**src/sadc_defines.svh**
```systemverilog
// Offsets, field positions, reset values and timing counts of the ADC sequencer.
// Assumes APB byte addresses equal four times the register index.
`ifndef SADC_DEFINES_SVH
`define SADC_DEFINES_SVH

// ********************************
// Register indices (byte address = 4 * index)
// ********************************
`define SADC_IDX_RES_LO 10'h0E2
`define SADC_IDX_RES_HI 10'h0E3
`define SADC_IDX_CTRL_LO 10'h0EA
`define SADC_IDX_CTRL_HI 10'h0EB
`define SADC_IDX_IRQ_STAT 10'h0F0
`define SADC_IDX_IRQ_MASK 10'h0F1

// ********************************
// Field positions
// ********************************
`define SADC_LO_EN_BIT 7
`define SADC_LO_START_BIT 6
`define SADC_LO_DONE_BIT 4
`define SADC_HI_IRQF_BIT 6
`define SADC_HI_ALIGN_BIT 2
`define SADC_ST_DONE_BIT 0
`define SADC_ST_DROP_BIT 1

// ********************************
// Reset values
// ********************************
`define SADC_CTRL_LO_RST 8'h00
`define SADC_CTRL_HI_RST 8'h00
`define SADC_RES_RST 8'h00
`define SADC_MASK_RST 2'h0

// ********************************
// Channel codes
// ********************************
`define SADC_CHAN_LAST 4'hB
`define SADC_CHAN_SUPPLY 4'hF

// ********************************
// Timing, in conversion-clock cycles unless noted
// ********************************
`define SADC_SETUP_CYCLES 4'hA
`define SADC_CYCLES_PER_BIT 4'h4
`define SADC_RESULT_BITS 4'hC
`define SADC_TOTAL_CYCLES 58
`define SADC_CORE_CLK_PERIOD_NS 5
`define SADC_MIN_CONV_NS 20000
`define SADC_MIN_CONV_CORE_CYC ((`SADC_MIN_CONV_NS + `SADC_CORE_CLK_PERIOD_NS - 1) / `SADC_CORE_CLK_PERIOD_NS)

`endif

```
**src/sadc_pkg.sv**
```systemverilog
// Types shared by the ADC sequencer modules.
// Assumes the defines header supplies the register and timing numbers; the state and trigger codes are set here.
package sadc_pkg;

	// ********************************
	// Approximation engine states
	// ********************************
	typedef enum logic [1:0] {
		SADC_IDLE = 2'b00,
		SADC_SETUP = 2'b01,
		SADC_BITS = 2'b10
	} sadc_state_t;

	// ********************************
	// Trigger sources
	// ********************************
	typedef enum logic [2:0] {
		SADC_TRG_SW = 3'b000,
		SADC_TRG_T3A = 3'b001,
		SADC_TRG_T4A = 3'b010,
		SADC_TRG_T5A = 3'b011,
		SADC_TRG_T8OVF = 3'b100,
		SADC_TRG_T8A = 3'b101,
		SADC_TRG_T8B = 3'b110,
		SADC_TRG_T8C = 3'b111
	} sadc_trigger_source_select_t;

endpackage : sadc_pkg

```
**src/sadc_core.sv**
```systemverilog
// What this block does
// RULE1 - Convert selected input to 12 bits, MSB first
// RULE2 - Channel code 0-11 inputs, 15 supply
// RULE3 - Ten set-up plus four per bit: 58
// RULE4 - Completion loads result, sets flag, interrupt
// RULE5 - Done flag reads zero while converting
// RULE6 - Done flag cleared when disabled or stopped
// RULE7 - Runs only enabled and not in stop
// RULE8 - Writing one to start triggers conversion
// RULE9 - Three-bit field picks the trigger source
// RULE10 - Alignment bit chooses left or right result
// RULE11 - Conversion clock is core divided 1/2/4/8
// RULE12 - Interrupt flag cleared by zero or acknowledge
// RULE13 - Software keeps conversion at least 20 us
// RULE14 - Triggers ignored while disabled or busy
// RULE15 - Unused result bits read as zero
//
// ADC sequencer top: APB slave, trigger select, clock divider, result registers.
// Assumes timer events and int_ack are core-clock pulses; cmp_out is asynchronous.
`timescale 1ns/1ps
`include "sadc_defines.svh"

module sadc_core (
	input wire logic core_clk, // Core clock, 200 MHz
	input wire logic rstn, // Async reset, active low
	input wire logic psel, // APB select
	input wire logic penable, // APB enable
	input wire logic pwrite, // APB write
	input wire logic [11:0] paddr, // APB byte address
	input wire logic [31:0] pwdata, // APB write data
	output logic [31:0] prdata, // APB read data
	output logic pready, // APB ready
	output logic pslverr, // APB error, unmapped address
	input wire logic stop_mode, // CPU in stop mode
	input wire logic tmr3_match_a, // Timer 3 A-match pulse
	input wire logic tmr4_match_a, // Timer 4 A-match pulse
	input wire logic tmr5_match_a, // Timer 5 A-match pulse
	input wire logic tmr8_ovf, // Timer 8 overflow pulse
	input wire logic tmr8_match_a, // Timer 8 A-match pulse
	input wire logic tmr8_match_b, // Timer 8 B-match pulse
	input wire logic tmr8_match_c, // Timer 8 C-match pulse
	input wire logic int_ack, // Interrupt controller acknowledge
	input wire logic cmp_out, // Comparator, input above DAC
	output logic [11:0] ain_sel, // One-hot external input switch
	output logic core_supply_sel, // Internal supply channel switch
	output logic converter_on, // Analog core powered
	output logic sample_hold, // Sampling during set-up
	output logic [11:0] dac_code, // Trial code to DAC
	output logic adc_irq // Level interrupt
);

	// ********************************
	// Helpers
	// ********************************
	function automatic logic [2:0] div_last(input logic [1:0] sel);
		begin
			div_last = 3'(({2'b00, 1'b1} << sel) - 3'h1);
		end
	endfunction : div_last

	function automatic logic [12:0] chan_decode(input logic [3:0] code);
		logic [12:0] r;
		begin
			r = 13'h0000;
			if (code <= `SADC_CHAN_LAST)
			begin
				r[code] = 1'b1;
			end
			else if (code == `SADC_CHAN_SUPPLY)
			begin
				r[12] = 1'b1;
			end
			chan_decode = r;
		end
	endfunction : chan_decode

	// ********************************
	// Registers and wires
	// ********************************
	logic en_q;
	logic [3:0] chan_q;
	logic [2:0] trigger_source_select_q;
	logic align_q;
	logic [1:0] clkdiv_q;
	logic done_flag_q;
	logic irqf_q;
	logic [7:0] res_hi_q;
	logic [7:0] res_lo_q;
	logic [1:0] stat_q;
	logic [1:0] mask_q;
	logic [31:0] prdata_q;
	logic [1:0] stat_rd_q;
	logic [2:0] div_q;
	logic cmp_meta_q;
	logic cmp_sync_q;
	logic [12:0] chan_q_dec;
	logic [11:0] ain_q;
	logic supply_q;
	logic [9:0] idx;
	logic setup_ph;
	logic access_ph;
	logic wr_acc;
	logic hit;
	logic active;
	logic sw_start;
	logic trigger_source_select_pulse;
	logic start_ok;
	logic start_drop;
	logic busy;
	logic done;
	logic tick;
	logic [11:0] result;

	assign idx = paddr[11:2];
	assign setup_ph = psel & ~penable;
	assign access_ph = psel & penable;
	assign wr_acc = access_ph & pwrite;
	assign hit = (idx == `SADC_IDX_RES_LO) | (idx == `SADC_IDX_RES_HI)
		| (idx == `SADC_IDX_CTRL_LO) | (idx == `SADC_IDX_CTRL_HI)
		| (idx == `SADC_IDX_IRQ_STAT) | (idx == `SADC_IDX_IRQ_MASK);
	assign pready = 1'b1;
	assign pslverr = access_ph & ~hit;
	assign prdata = prdata_q;

	// RULE7 enable gated by stop
	assign active = en_q & ~stop_mode;
	assign converter_on = active;

	// RULE8 only a written one starts
	assign sw_start = wr_acc & (idx == `SADC_IDX_CTRL_LO) & pwdata[`SADC_LO_START_BIT];

	// RULE9 trigger source select
	always_comb
	begin
		case (sadc_pkg::sadc_trigger_source_select_t'(trigger_source_select_q))
			sadc_pkg::SADC_TRG_SW: trigger_source_select_pulse = sw_start;
			sadc_pkg::SADC_TRG_T3A: trigger_source_select_pulse = tmr3_match_a;
			sadc_pkg::SADC_TRG_T4A: trigger_source_select_pulse = tmr4_match_a;
			sadc_pkg::SADC_TRG_T5A: trigger_source_select_pulse = tmr5_match_a;
			sadc_pkg::SADC_TRG_T8OVF: trigger_source_select_pulse = tmr8_ovf;
			sadc_pkg::SADC_TRG_T8A: trigger_source_select_pulse = tmr8_match_a;
			sadc_pkg::SADC_TRG_T8B: trigger_source_select_pulse = tmr8_match_b;
			sadc_pkg::SADC_TRG_T8C: trigger_source_select_pulse = tmr8_match_c;
			default: trigger_source_select_pulse = 1'b0;
		endcase
	end

	// RULE14 drop triggers when off or busy
	assign start_ok = trigger_source_select_pulse & active & ~busy;
	assign start_drop = trigger_source_select_pulse & ~start_ok;

	// ********************************
	// Comparator synchroniser
	// ********************************
	always_ff @(posedge core_clk or negedge rstn)
	begin
		if (!rstn)
		begin
			cmp_meta_q <= 1'b0;
			cmp_sync_q <= 1'b0;
		end
		else
		begin
			cmp_meta_q <= cmp_out;
			cmp_sync_q <= cmp_meta_q;
		end
	end

	// ********************************
	// Conversion clock divider
	// ********************************
	// RULE11 divide by 1, 2, 4 or 8
	always_ff @(posedge core_clk or negedge rstn)
	begin
		if (!rstn)
		begin
			div_q <= 3'h0;
		end
		else if (!busy || div_q == div_last(clkdiv_q))
		begin
			div_q <= 3'h0;
		end
		else
		begin
			div_q <= div_q + 3'h1;
		end
	end

	assign tick = busy & (div_q == div_last(clkdiv_q));

	sadc_sar u_sar (
		.clk(core_clk),
		.rstn(rstn),
		.tick(tick),
		.start(start_ok),
		.abort(~active),
		.cmp_hi(cmp_sync_q),
		.busy(busy),
		.done(done),
		.sample(sample_hold),
		.trial(result)
	);

	assign dac_code = result;

	// ********************************
	// Input multiplexer select
	// ********************************
	assign chan_q_dec = chan_decode(chan_q);

	// RULE2 one-hot channel routing
	always_ff @(posedge core_clk or negedge rstn)
	begin
		if (!rstn)
		begin
			ain_q <= 12'h000;
			supply_q <= 1'b0;
		end
		else
		begin
			ain_q <= active ? chan_q_dec[11:0] : 12'h000;
			supply_q <= active & chan_q_dec[12];
		end
	end

	assign ain_sel = ain_q;
	assign core_supply_sel = supply_q;

	// ********************************
	// Control registers
	// ********************************
	always_ff @(posedge core_clk or negedge rstn)
	begin
		if (!rstn)
		begin
			en_q <= 1'(`SADC_CTRL_LO_RST >> `SADC_LO_EN_BIT);
			chan_q <= 4'(`SADC_CTRL_LO_RST);
			trigger_source_select_q <= 3'(`SADC_CTRL_HI_RST >> 3);
			align_q <= 1'b0;
			clkdiv_q <= 2'h0;
			mask_q <= `SADC_MASK_RST;
		end
		else if (wr_acc)
		begin
			if (idx == `SADC_IDX_CTRL_LO)
			begin
				en_q <= pwdata[`SADC_LO_EN_BIT];
				chan_q <= pwdata[3:0];
			end
			if (idx == `SADC_IDX_CTRL_HI)
			begin
				trigger_source_select_q <= pwdata[5:3];
				align_q <= pwdata[`SADC_HI_ALIGN_BIT];
				clkdiv_q <= pwdata[1:0];
			end
			if (idx == `SADC_IDX_IRQ_MASK)
			begin
				mask_q <= pwdata[1:0];
			end
		end
	end

	// ********************************
	// Completion flag and result
	// ********************************
	always_ff @(posedge core_clk or negedge rstn)
	begin
		if (!rstn)
		begin
			done_flag_q <= 1'b0;
		end
		// RULE6 forced clear when off
		else if (!active)
		begin
			done_flag_q <= 1'b0;
		end
		// RULE4 completion sets flag
		else if (done)
		begin
			done_flag_q <= 1'b1;
		end
		// RULE5 flag low during conversion
		else if (start_ok)
		begin
			done_flag_q <= 1'b0;
		end
	end

	// Aligned once at load, so later align writes leave results intact
	always_ff @(posedge core_clk or negedge rstn)
	begin
		if (!rstn)
		begin
			res_hi_q <= `SADC_RES_RST;
			res_lo_q <= `SADC_RES_RST;
		end
		// RULE4 result load
		else if (done)
		begin
			// RULE10 left or right placement
			// RULE15 unused bits zero
			if (align_q)
			begin
				res_hi_q <= {4'h0, result[11:8]};
				res_lo_q <= result[7:0];
			end
			else
			begin
				res_hi_q <= result[11:4];
				res_lo_q <= {result[3:0], 4'h0};
			end
		end
	end

	// ********************************
	// Interrupt flag and sticky status
	// ********************************
	// RULE12 set wins over write-zero or acknowledge
	always_ff @(posedge core_clk or negedge rstn)
	begin
		if (!rstn)
		begin
			irqf_q <= 1'b0;
		end
		else if (done)
		begin
			irqf_q <= 1'b1;
		end
		else if (int_ack || (wr_acc && idx == `SADC_IDX_CTRL_HI && !pwdata[`SADC_HI_IRQF_BIT]))
		begin
			irqf_q <= 1'b0;
		end
	end

	// Only bits captured in the setup cycle are cleared, so nothing set later is lost
	always_ff @(posedge core_clk or negedge rstn)
	begin
		if (!rstn)
		begin
			stat_q <= 2'h0;
		end
		else
		begin
			stat_q <= (stat_q & ~((access_ph && !pwrite && idx == `SADC_IDX_IRQ_STAT)
				? stat_rd_q : 2'h0)) | {start_drop, done};
		end
	end

	assign adc_irq = |(stat_q & mask_q);

	// ********************************
	// APB read data, captured in the setup cycle
	// ********************************
	always_ff @(posedge core_clk or negedge rstn)
	begin
		if (!rstn)
		begin
			prdata_q <= 32'h0000_0000;
			stat_rd_q <= 2'h0;
		end
		else if (setup_ph && !pwrite)
		begin
			stat_rd_q <= (idx == `SADC_IDX_IRQ_STAT) ? stat_q : 2'h0;
			case (idx)
				`SADC_IDX_RES_LO: prdata_q <= {24'h000000, res_lo_q};
				`SADC_IDX_RES_HI: prdata_q <= {24'h000000, res_hi_q};
				// RULE5 flag masked while busy
				`SADC_IDX_CTRL_LO: prdata_q <= {24'h000000, en_q, 2'b00,
					done_flag_q & ~busy, chan_q};
				`SADC_IDX_CTRL_HI: prdata_q <= {24'h000000, 1'b0, irqf_q, trigger_source_select_q,
					align_q, clkdiv_q};
				`SADC_IDX_IRQ_STAT: prdata_q <= {30'h00000000, stat_q};
				`SADC_IDX_IRQ_MASK: prdata_q <= {30'h00000000, mask_q};
				default: prdata_q <= 32'h0000_0000;
			endcase
		end
	end

endmodule : sadc_core

```
**src/sadc_sar.sv**
```systemverilog
// Successive-approximation engine: set-up phase, then one bit per step, MSB first.
// Assumes tick is a one-cycle conversion-clock enable and cmp_hi is already synchronised.
`timescale 1ns/1ps
`include "sadc_defines.svh"

module sadc_sar (
	input wire logic clk, // Core clock
	input wire logic rstn, // Async reset, active low
	input wire logic tick, // Conversion clock enable
	input wire logic start, // Begin a conversion
	input wire logic abort, // Drop the conversion at once
	input wire logic cmp_hi, // Input above trial level
	output logic busy, // Conversion under way
	output logic done, // One-cycle completion pulse
	output logic sample, // Sample/hold during set-up
	output logic [11:0] trial // Trial code to the DAC
);

	sadc_pkg::sadc_state_t state_q;
	logic [3:0] cnt_q;
	logic [3:0] bit_q;
	logic [11:0] trial_q;
	logic done_q;

	assign busy = (state_q != sadc_pkg::SADC_IDLE);
	assign done = done_q;
	assign sample = (state_q == sadc_pkg::SADC_SETUP);
	assign trial = trial_q;

	// ********************************
	// Sequencer
	// ********************************
	always_ff @(posedge clk or negedge rstn)
	begin
		if (!rstn)
		begin
			state_q <= sadc_pkg::SADC_IDLE;
			cnt_q <= 4'h0;
			bit_q <= 4'h0;
			trial_q <= 12'h000;
			done_q <= 1'b0;
		end
		else
		begin
			done_q <= 1'b0;
			if (abort)
			begin
				state_q <= sadc_pkg::SADC_IDLE;
			end
			else
			begin
				case (state_q)
					sadc_pkg::SADC_IDLE:
					begin
						if (start)
						begin
							state_q <= sadc_pkg::SADC_SETUP;
							cnt_q <= 4'h0;
						end
					end
					// RULE3 set-up count
					sadc_pkg::SADC_SETUP:
					begin
						if (tick)
						begin
							if (cnt_q == `SADC_SETUP_CYCLES - 4'h1)
							begin
								state_q <= sadc_pkg::SADC_BITS;
								cnt_q <= 4'h0;
								bit_q <= `SADC_RESULT_BITS - 4'h1;
								trial_q <= 12'h800;
							end
							else
							begin
								cnt_q <= cnt_q + 4'h1;
							end
						end
					end
					// RULE1 MSB-first decisions
					sadc_pkg::SADC_BITS:
					begin
						if (tick)
						begin
							// RULE3 four cycles per bit
							if (cnt_q == `SADC_CYCLES_PER_BIT - 4'h1)
							begin
								cnt_q <= 4'h0;
								trial_q[bit_q] <= cmp_hi;
								if (bit_q == 4'h0)
								begin
									state_q <= sadc_pkg::SADC_IDLE;
									done_q <= 1'b1;
								end
								else
								begin
									trial_q[bit_q - 4'h1] <= 1'b1;
									bit_q <= bit_q - 4'h1;
								end
							end
							else
							begin
								cnt_q <= cnt_q + 4'h1;
							end
						end
					end
					default:
					begin
						state_q <= sadc_pkg::SADC_IDLE;
					end
				endcase
			end
		end
	end

endmodule : sadc_sar

```
**config.mk**
```make
export PLATFORM = sky130hd
export DESIGN_NAME = sadc_core
export DESIGN_NICKNAME = d
export VERILOG_FILES = /design/src/sadc_pkg.sv /design/src/sadc_core.sv /design/src/sadc_sar.sv
export VERILOG_INCLUDE_DIRS = /design/src /design/src/src
export SDC_FILE = /design/constraint.sdc
export NUM_CORES = 1
export LEC_CHECK = 0
export BUFFER_PORTS_ARGS = -buffer_cell sky130_fd_sc_hd__buf_4
export CAP_MARGIN = 20
export CORE_MARGIN = 2
export CORE_UTILIZATION = 40
export CTS_CLUSTER_DIAMETER = 60
export DETAILED_ROUTE_END_ITERATION = 6
export GPL_TIMING_DRIVEN = 0
export SLEW_MARGIN = 20
export SYNTH_ARGS = -nofsm -noshare
export SYNTH_HDL_FRONTEND = slang
export SYNTH_SLANG_ARGS = --single-unit
```
**constraint.sdc**
```tcl
create_clock -name core_clk -period 5.6 [get_ports core_clk]
set_clock_uncertainty 0.1 [all_clocks]
set_input_delay 0.28 -clock core_clk [delete_from_list [all_inputs] [get_ports core_clk]]
set_output_delay 0.28 -clock core_clk [all_outputs]
set_load 0.05 [all_outputs]
```
==> results of run 1 <==
cell type report:
class,count,share of cell area [%]
Multi-Input combinational cell,339,39.1
Sequential cell,84,37.0
Timing Repair Buffer,70,9.39
Buffer,48,4.97
Clock buffer,10,4.03
Tap cell,143,3.15
Clock inverter,5,1.36
Inverter,16,1.06
flip-flops by register name, indices dropped and copies added, names as in the netlist, 2 cells and up:
name / flops
u_sar.trial: 12
stat_rd_q: 2
res_hi_q: 8
ain_sel: 12
u_sar.state_q: 2
u_sar.cnt_q: 4
div_q: 3
res_lo_q: 8
stat_q: 2
u_sar.bit_q: 4
clkdiv_q: 2
trigger_source_select_q: 3
mask_q: 2
chan_q: 4
prdata: 8
kinds of logic (layout without fill, tap and decap cells):
| group | Yosys count | count (layout) | share of synthesized area (%) |
|---|---|---|---|
| and+or+nand+nor | 158 | 158 | 17.3 |
| muxes | 36 | 36 | 9.45 |
| buffers and inverters | 64 | 149 | 7.48 |
| adders and majority gates | 13 | 13 | 3.55 |
| xor gates and xnor gates | 2 | 2 | 0.382 |
| DFF | 84 | 84 | 45.9 |
| AOI/OAI and AO/OA | 105 | 105 | 15.8 |
| other | 2 | 25 | 0.164 |
critical path: stages (launching register included):
cell      delay (ns)
dfrtp_1         0.42
inv_1           0.12
ha_1            0.33
nor2_2          0.10
a311oi_1        0.38
nand2_1         0.17
or3_4           0.42
o31ai_1         0.25
through the flow:
stage               util [%]  std cells  hold slack [ns]  total power [W]  setup WS [ns]
floorplan                  -        487           -0.116         0.000686           3.17
global placement        47.5        698            0.233         0.000721           3.27
detailed placement      47.5        698            0.239         0.000722           3.24
CTS                     50.3        714           0.0707          0.00135           3.22
global route            50.4        715           0.0772          0.00138           3.01
finish                  50.4        715           0.0788          0.00133           3.23
cells in the final DEF, fill, tap and decap left out, types with 3 or more instances in the layout:
cell type / instances
buf_4: 93
dfrtp_1: 84
nand2_1: 48
nor2_1: 40
o21ai_0: 26
conb_1: 25
clkbuf_1: 18
mux2i_1: 17
inv_1: 16
a21oi_1: 15
mux2_2: 14
nand3_1: 13
ha_1: 13
nor3_1: 12
a22o_1: 11
and3_1: 10
clkbuf_16: 9
a221oi_1: 7
o22ai_1: 7
o21ai_1: 7
nand2b_1: 5
buf_2: 4
a21o_1: 4
mux4_2: 4
nor4_1: 3
nor2b_1: 3
o21a_1: 3
a31oi_1: 3
o31ai_1: 3
where the power goes:
group          internal (W)  total [W]  switching (W)
clock network      0.000387   0.000622       0.000235
logic             0.0000342   0.000103      0.0000688
registers          0.000608   0.000609    0.000000802
total               0.00103    0.00133       0.000305
routing by layer:
layer | wire (um) | vias to the layer above
li1 | - | 1821
met1 | 5010 | 1767
met2 | 5150 | 92
met3 | 521 | 15
met4 | 182 | 0
met5 | 0 | -
worst max-delay path by stage:
stage | start | end | slack, ns
floorplan | u_sar.state_q[1]$_DFFE_PN0P_ | u_sar.cnt_q[3]$_DFFE_PN0P_ | 3.17
global placement | u_sar.state_q[1]$_DFFE_PN0P_ | u_sar.cnt_q[3]$_DFFE_PN0P_ | 3.27
detailed placement | u_sar.state_q[1]$_DFFE_PN0P_ | u_sar.cnt_q[3]$_DFFE_PN0P_ | 3.24
CTS | u_sar.state_q[1]$_DFFE_PN0P_ | u_sar.cnt_q[3]$_DFFE_PN0P_ | 3.22
global route | u_sar.state_q[1]$_DFFE_PN0P_ | u_sar.trial[11]$_DFFE_PN0P_ | 3.01
finish | u_sar.state_q[1]$_DFFE_PN0P_ | u_sar.cnt_q[3]$_DFFE_PN0P_ | 3.23
==> results.yml, run 1 <==
place:
  place_congestion: 0.864
  placed_area_um2: 5360
  portBuffers: 68
  dp_hpwl_um: 8060
clocking:
  insertion_delay_ns: 0.34
  cts_buffers: 9
  ctsHoldBuffers: 1
  h-tree-depth: 3
  clk_path_buf_depth: 2
  cts.sinks: 84
  clk_pin_slew_ns: 0.06
  root_buffer: "clkbuf_16"
  post_cts_resized: 0
  post_cts_buffers: 0
  cts_tree: "done"
min_path:
  min_from: "pwdata[5]"
  holdPathStages: 2
  min_to: "trigger_source_select_q[2]$_DFFE_PN0P_"
  hp-class: "input port to flop"
grt:
  grtUsageMet3_pct: 4.37
  globalRouteMet1Util_pct: 24.9
  grtUsageMet2_pct: 28.4
  grt_overflow: 0
  groute.usage.overall_pct: 18.2
  grt_max_degree: 85
  antenna_found_initial: 0
  grt_pass1_vias: 3666
  top_usage_layer: "met2"
  grt_first_pass_wirelength_um: 18200
sta:
  worst_pin_slew_ns: 0.763
  timing.setup.tns_ns: 0
  rsz0062_at_grt: "no"
  timing.fmax_ghz: 0.422
  relSlewSlack_pct: 49.1
  setup_violations: 0
  min_period_ns: 2.37
  fin_crit_sh_pct: 42.3
  finalHoldViolCount: 0
  slew_viol_final: 0
layout:
  nets: 640
  diodes: 0
  drive_above_1_share_pct: 25.9
  nFillCells: 1074
  multi_input_area_um2: 2220
  area.growth.synth_to_final_pct: 24.1
  design_area_um2: 5690
  ff_latch_area_um2: 2100
run:
  max_cap_viol_count: 0
drt:
  drt_pass1_iterations: 4
  route.vias.total: 3695
  vias_per_cell: 5.17
  avgRoutedWirePerCell_um: 15.2
  drt_wl_total_um: 10900
  ant_nets: 0
  drcViolationCount: 0
  initialDrtViolationCount: 189
yosys:
  seq_area_frac_synth_pct: 45.9
  synth_top_cell_by_area: "dfrtp_1"
  synth_edf_count: 0
  synth.cell_area_um2: 4580
  syn_area_per_cell_um2: 9.87
  synthTopCellsByArea: "dfrtp_1 46%, buf_4 4.3%, nand2_1 3.9%"
  synth_cells: 464
  synth_ff_type: "dfrtp_1"
  ys_async_sr_fraction_pct: 100
  yosysMostFrequentCell: "dfrtp_1"
  ys_types: 62
  yosys_register_bits: 84
  synthTopCellsByCount: "84 x dfrtp_1, 48 x nand2_1, 40 x nor2_1"
  yosys_warnings: 0
  yosysTopAreaCellShare_pct: 45.9
setup_path:
  cp-end-kind: "flop"
  start_kind: "flop"
  rrSetupSlack_ns: 3.23
  crit_fanout: 6
  rr_worst_depth: 7
  reg2reg_to: "u_sar.cnt_q[3]$_DFFE_PN0P_"
  criticalPathCategory: "flop to flop"
  required_ns: 5.74
  arrival_ns: 2.51
  timing.rr.start: "u_sar.state_q[1]$_DFFE_PN0P_"
floorplanning:
  die_w_um: 111
  ios: 121
  start_util_pct: 40.6
  rows: 39
  placeableCoreArea_um2: 11300
  fp.dieArea_um2: 12300
  die-height_um: 111
outcome:
  outcome: "completed"
power:
  p_leak_nw: 2.67
  ir_drop_mv: 0.107
  p_per_area_nw_per_um2: 235
Power figures use the tool's default switching activity.
==> run 2, diff against run 1 <==
clock period = 2.3 ns   (was 5.6 ns; I/O delays follow)
==> run 2 against run 1 <==
Worst hold slack got worse by 0.034 ns. Largest power group is now registers. Sequential power rose by 140%. First-iteration DRC count rose by 5.3%. Clock-buffer cell count rose by 1. Worst setup slack got worse by 3.1 ns. Clock power rose by 130%.
==> results.yml, run 2 (synthesized netlist as in run 1, its figures left out) <==
outcome:
  outcome: "completed"
drt:
  avgRoutedWirePerCell_um: 15.3
  ant_nets: 0
  vias_per_cell: 5.15
  drt_wl_total_um: 11100
  drcViolationCount: 0
  drt_pass1_iterations: 4
  route.vias.total: 3747
  initialDrtViolationCount: 199
run:
  max_cap_viol_count: 0
grt:
  groute.usage.overall_pct: 18.3
  grt_first_pass_wirelength_um: 18400
  grt_overflow: 0
  grt_pass1_vias: 3667
  antenna_found_initial: 0
  grt_max_degree: 85
power:
  total_power_w: 0.00318
  p_leak_nw: 2.71
  internal_power_w: 0.00244
  p_per_area_nw_per_um2: 546
  swShare_pct: 23.5
  clkPwrFrac_pct: 45.2
  ir_drop_mv: 0.269
  p_switching_w: 0.000747
  pwr-share-comb_pct: 8.2
  seqPwrFrac_pct: 46.6
sta:
  timing.fmax_ghz: 0.456
  fin_ws_ns: 0.106
  finalHoldViolCount: 0
  relSlewSlack_pct: 46.7
  whs_ns: 0.0452
  setup_violations: 0
  worst_pin_slew_ns: 0.793
  min_period_ns: 2.19
  rsz0062_at_grt: "no"
  slew_viol_final: 0
  fin_crit_sh_pct: 95.4
place:
  dp_hpwl_um: 8110
  pre_cts_slack_ns: -0.0529
  portBuffers: 68
  place_congestion: 0.889
  post-place-cells: 698
  placed_area_um2: 5360
floorplanning:
  placeableCoreArea_um2: 11300
  ios: 121
  die-height_um: 111
  rows: 39
  die_w_um: 111
  fp.dieArea_um2: 12300
  start_util_pct: 40.6
clocking:
  cts.sinks: 84
  insertion_delay_ns: 0.34
  cts_buffers: 9
  h-tree-depth: 3
  cts_tree: "done"
  clk_path_buf_depth: 2
  root_buffer: "clkbuf_16"
  clk_pin_slew_ns: 0.06
layout:
  final_cell_mix: "96 x buf_4, 81 x dfrtp_1, 48 x nand2_1"
  nets: 652
  stdcell_count: 727
  nFillCells: 1064
  final_common_cell: "buf_4"
  area.growth.synth_to_final_pct: 27.3
  drive_above_1_share_pct: 27.6
  design_area_um2: 5830
  diodes: 0
setup_path:
  cp-end-kind: "flop"
  required_ns: 2.42
  arrival_ns: 2.32
  start_kind: "flop"
  crit_fanout: 7
  criticalPathCategory: "flop to flop"
min_path:
  hp-class: "input port to flop"
-- run 2: cell count changes in the layout (fill, tap and decap cells not counted), moves of 2 or more --
cell           change
o21ai_0            -3
dfrtp_1            -3
dlygate4sd3_1      +9
dfrtp_2            +3
clkbuf_1           -2
buf_4              +3
o21ai_1            +3
-- run 2: final timing paths --
| kind | slack, ns | startpoint | cells after the start | end |
|---|---|---|---|---|
| min reg2reg | 0.25 | cmp_meta_q$_DFF_PN0_ | 0 | cmp_sync_q$_DFF_PN0_ |
| min | 0.05 | pwrite | 4 | stat_q[0]$_DFF_PN0_ |
| min in group asynchronous | 0.28 | rstn | 2 | ain_sel[10]$_DFF_PN0_ |
| max | 0.11 | trigger_source_select_q[0]$_DFFE_PN0P_ | 5 | u_sar.cnt_q[1]$_DFFE_PN0P_ |
| max reg2reg | 0.11 | trigger_source_select_q[0]$_DFFE_PN0P_ | 5 | u_sar.cnt_q[1]$_DFFE_PN0P_ |
| max in group asynchronous | 1.23 | rstn | 2 | u_sar.bit_q[1]$_DFFE_PN0P_ |
-- run 2: cell type report --
type / count / area, um^2 / area share (%)
clock buffer: 11 / 243 / 4.16
timing repair buffer: 82 / 647 / 11.1
clock inverter: 4 / 50.0 / 0.858
buffer: 48 / 292 / 5.00
multi-input combinational: 339 / 2260 / 38.7
inverter: 16 / 60.1 / 1.03
sequential: 84 / 2110 / 36.1
tap: 143 / 179 / 3.07
-- run 2: repair_timing --
item / CTS / global route
hold buffers: 11 / 0
pin swaps: 0 / 5
setup endpoints to repair: 13 / 16
resized for setup: 4 / 14
buffers inserted: 0 / 3
endpoints found under the hold margin: 99 / 0
-- run 2: critical path, stage by stage, from the launching register on --
cell and delay [ns]:
dfrtp_1 0.49, mux4_2 0.53, a21o_1 0.26, a21boi_4 0.29, nor3_2 0.10, mux2_4 0.30
-- run 2: power groups by stage --
stage	clock network, W	registers (W)	logic (W)
after floorplan	0	0.00151	0.000161
after global placement	0	0.00151	0.000246
after detailed placement	0	0.00151	0.000248
after CTS	0.00146	0.00148	0.000263
after global routing	0.00151	0.00148	0.000282
final	0.00144	0.00148	0.000262
-- run 2: per-layer routing --
layer	part of all wire [%]	GRT usage [%]	vias to the layer above
li1	-	-	1836
met1	45	24.9	1773
met2	48	29.9	120
met3	5.4	2.41	18
met4	1.7	7.16	0
met5	0	0	-
-- run 2: through the flow --
step           TNS [ns]  util [%]
6_report              0      51.7
5_1_grt               0      51.7
4_1_cts               0      51.3
3_5_place_dp     -0.224      47.5
3_3_place_gp    -0.0156      47.5
2_1_floorplan         0         -
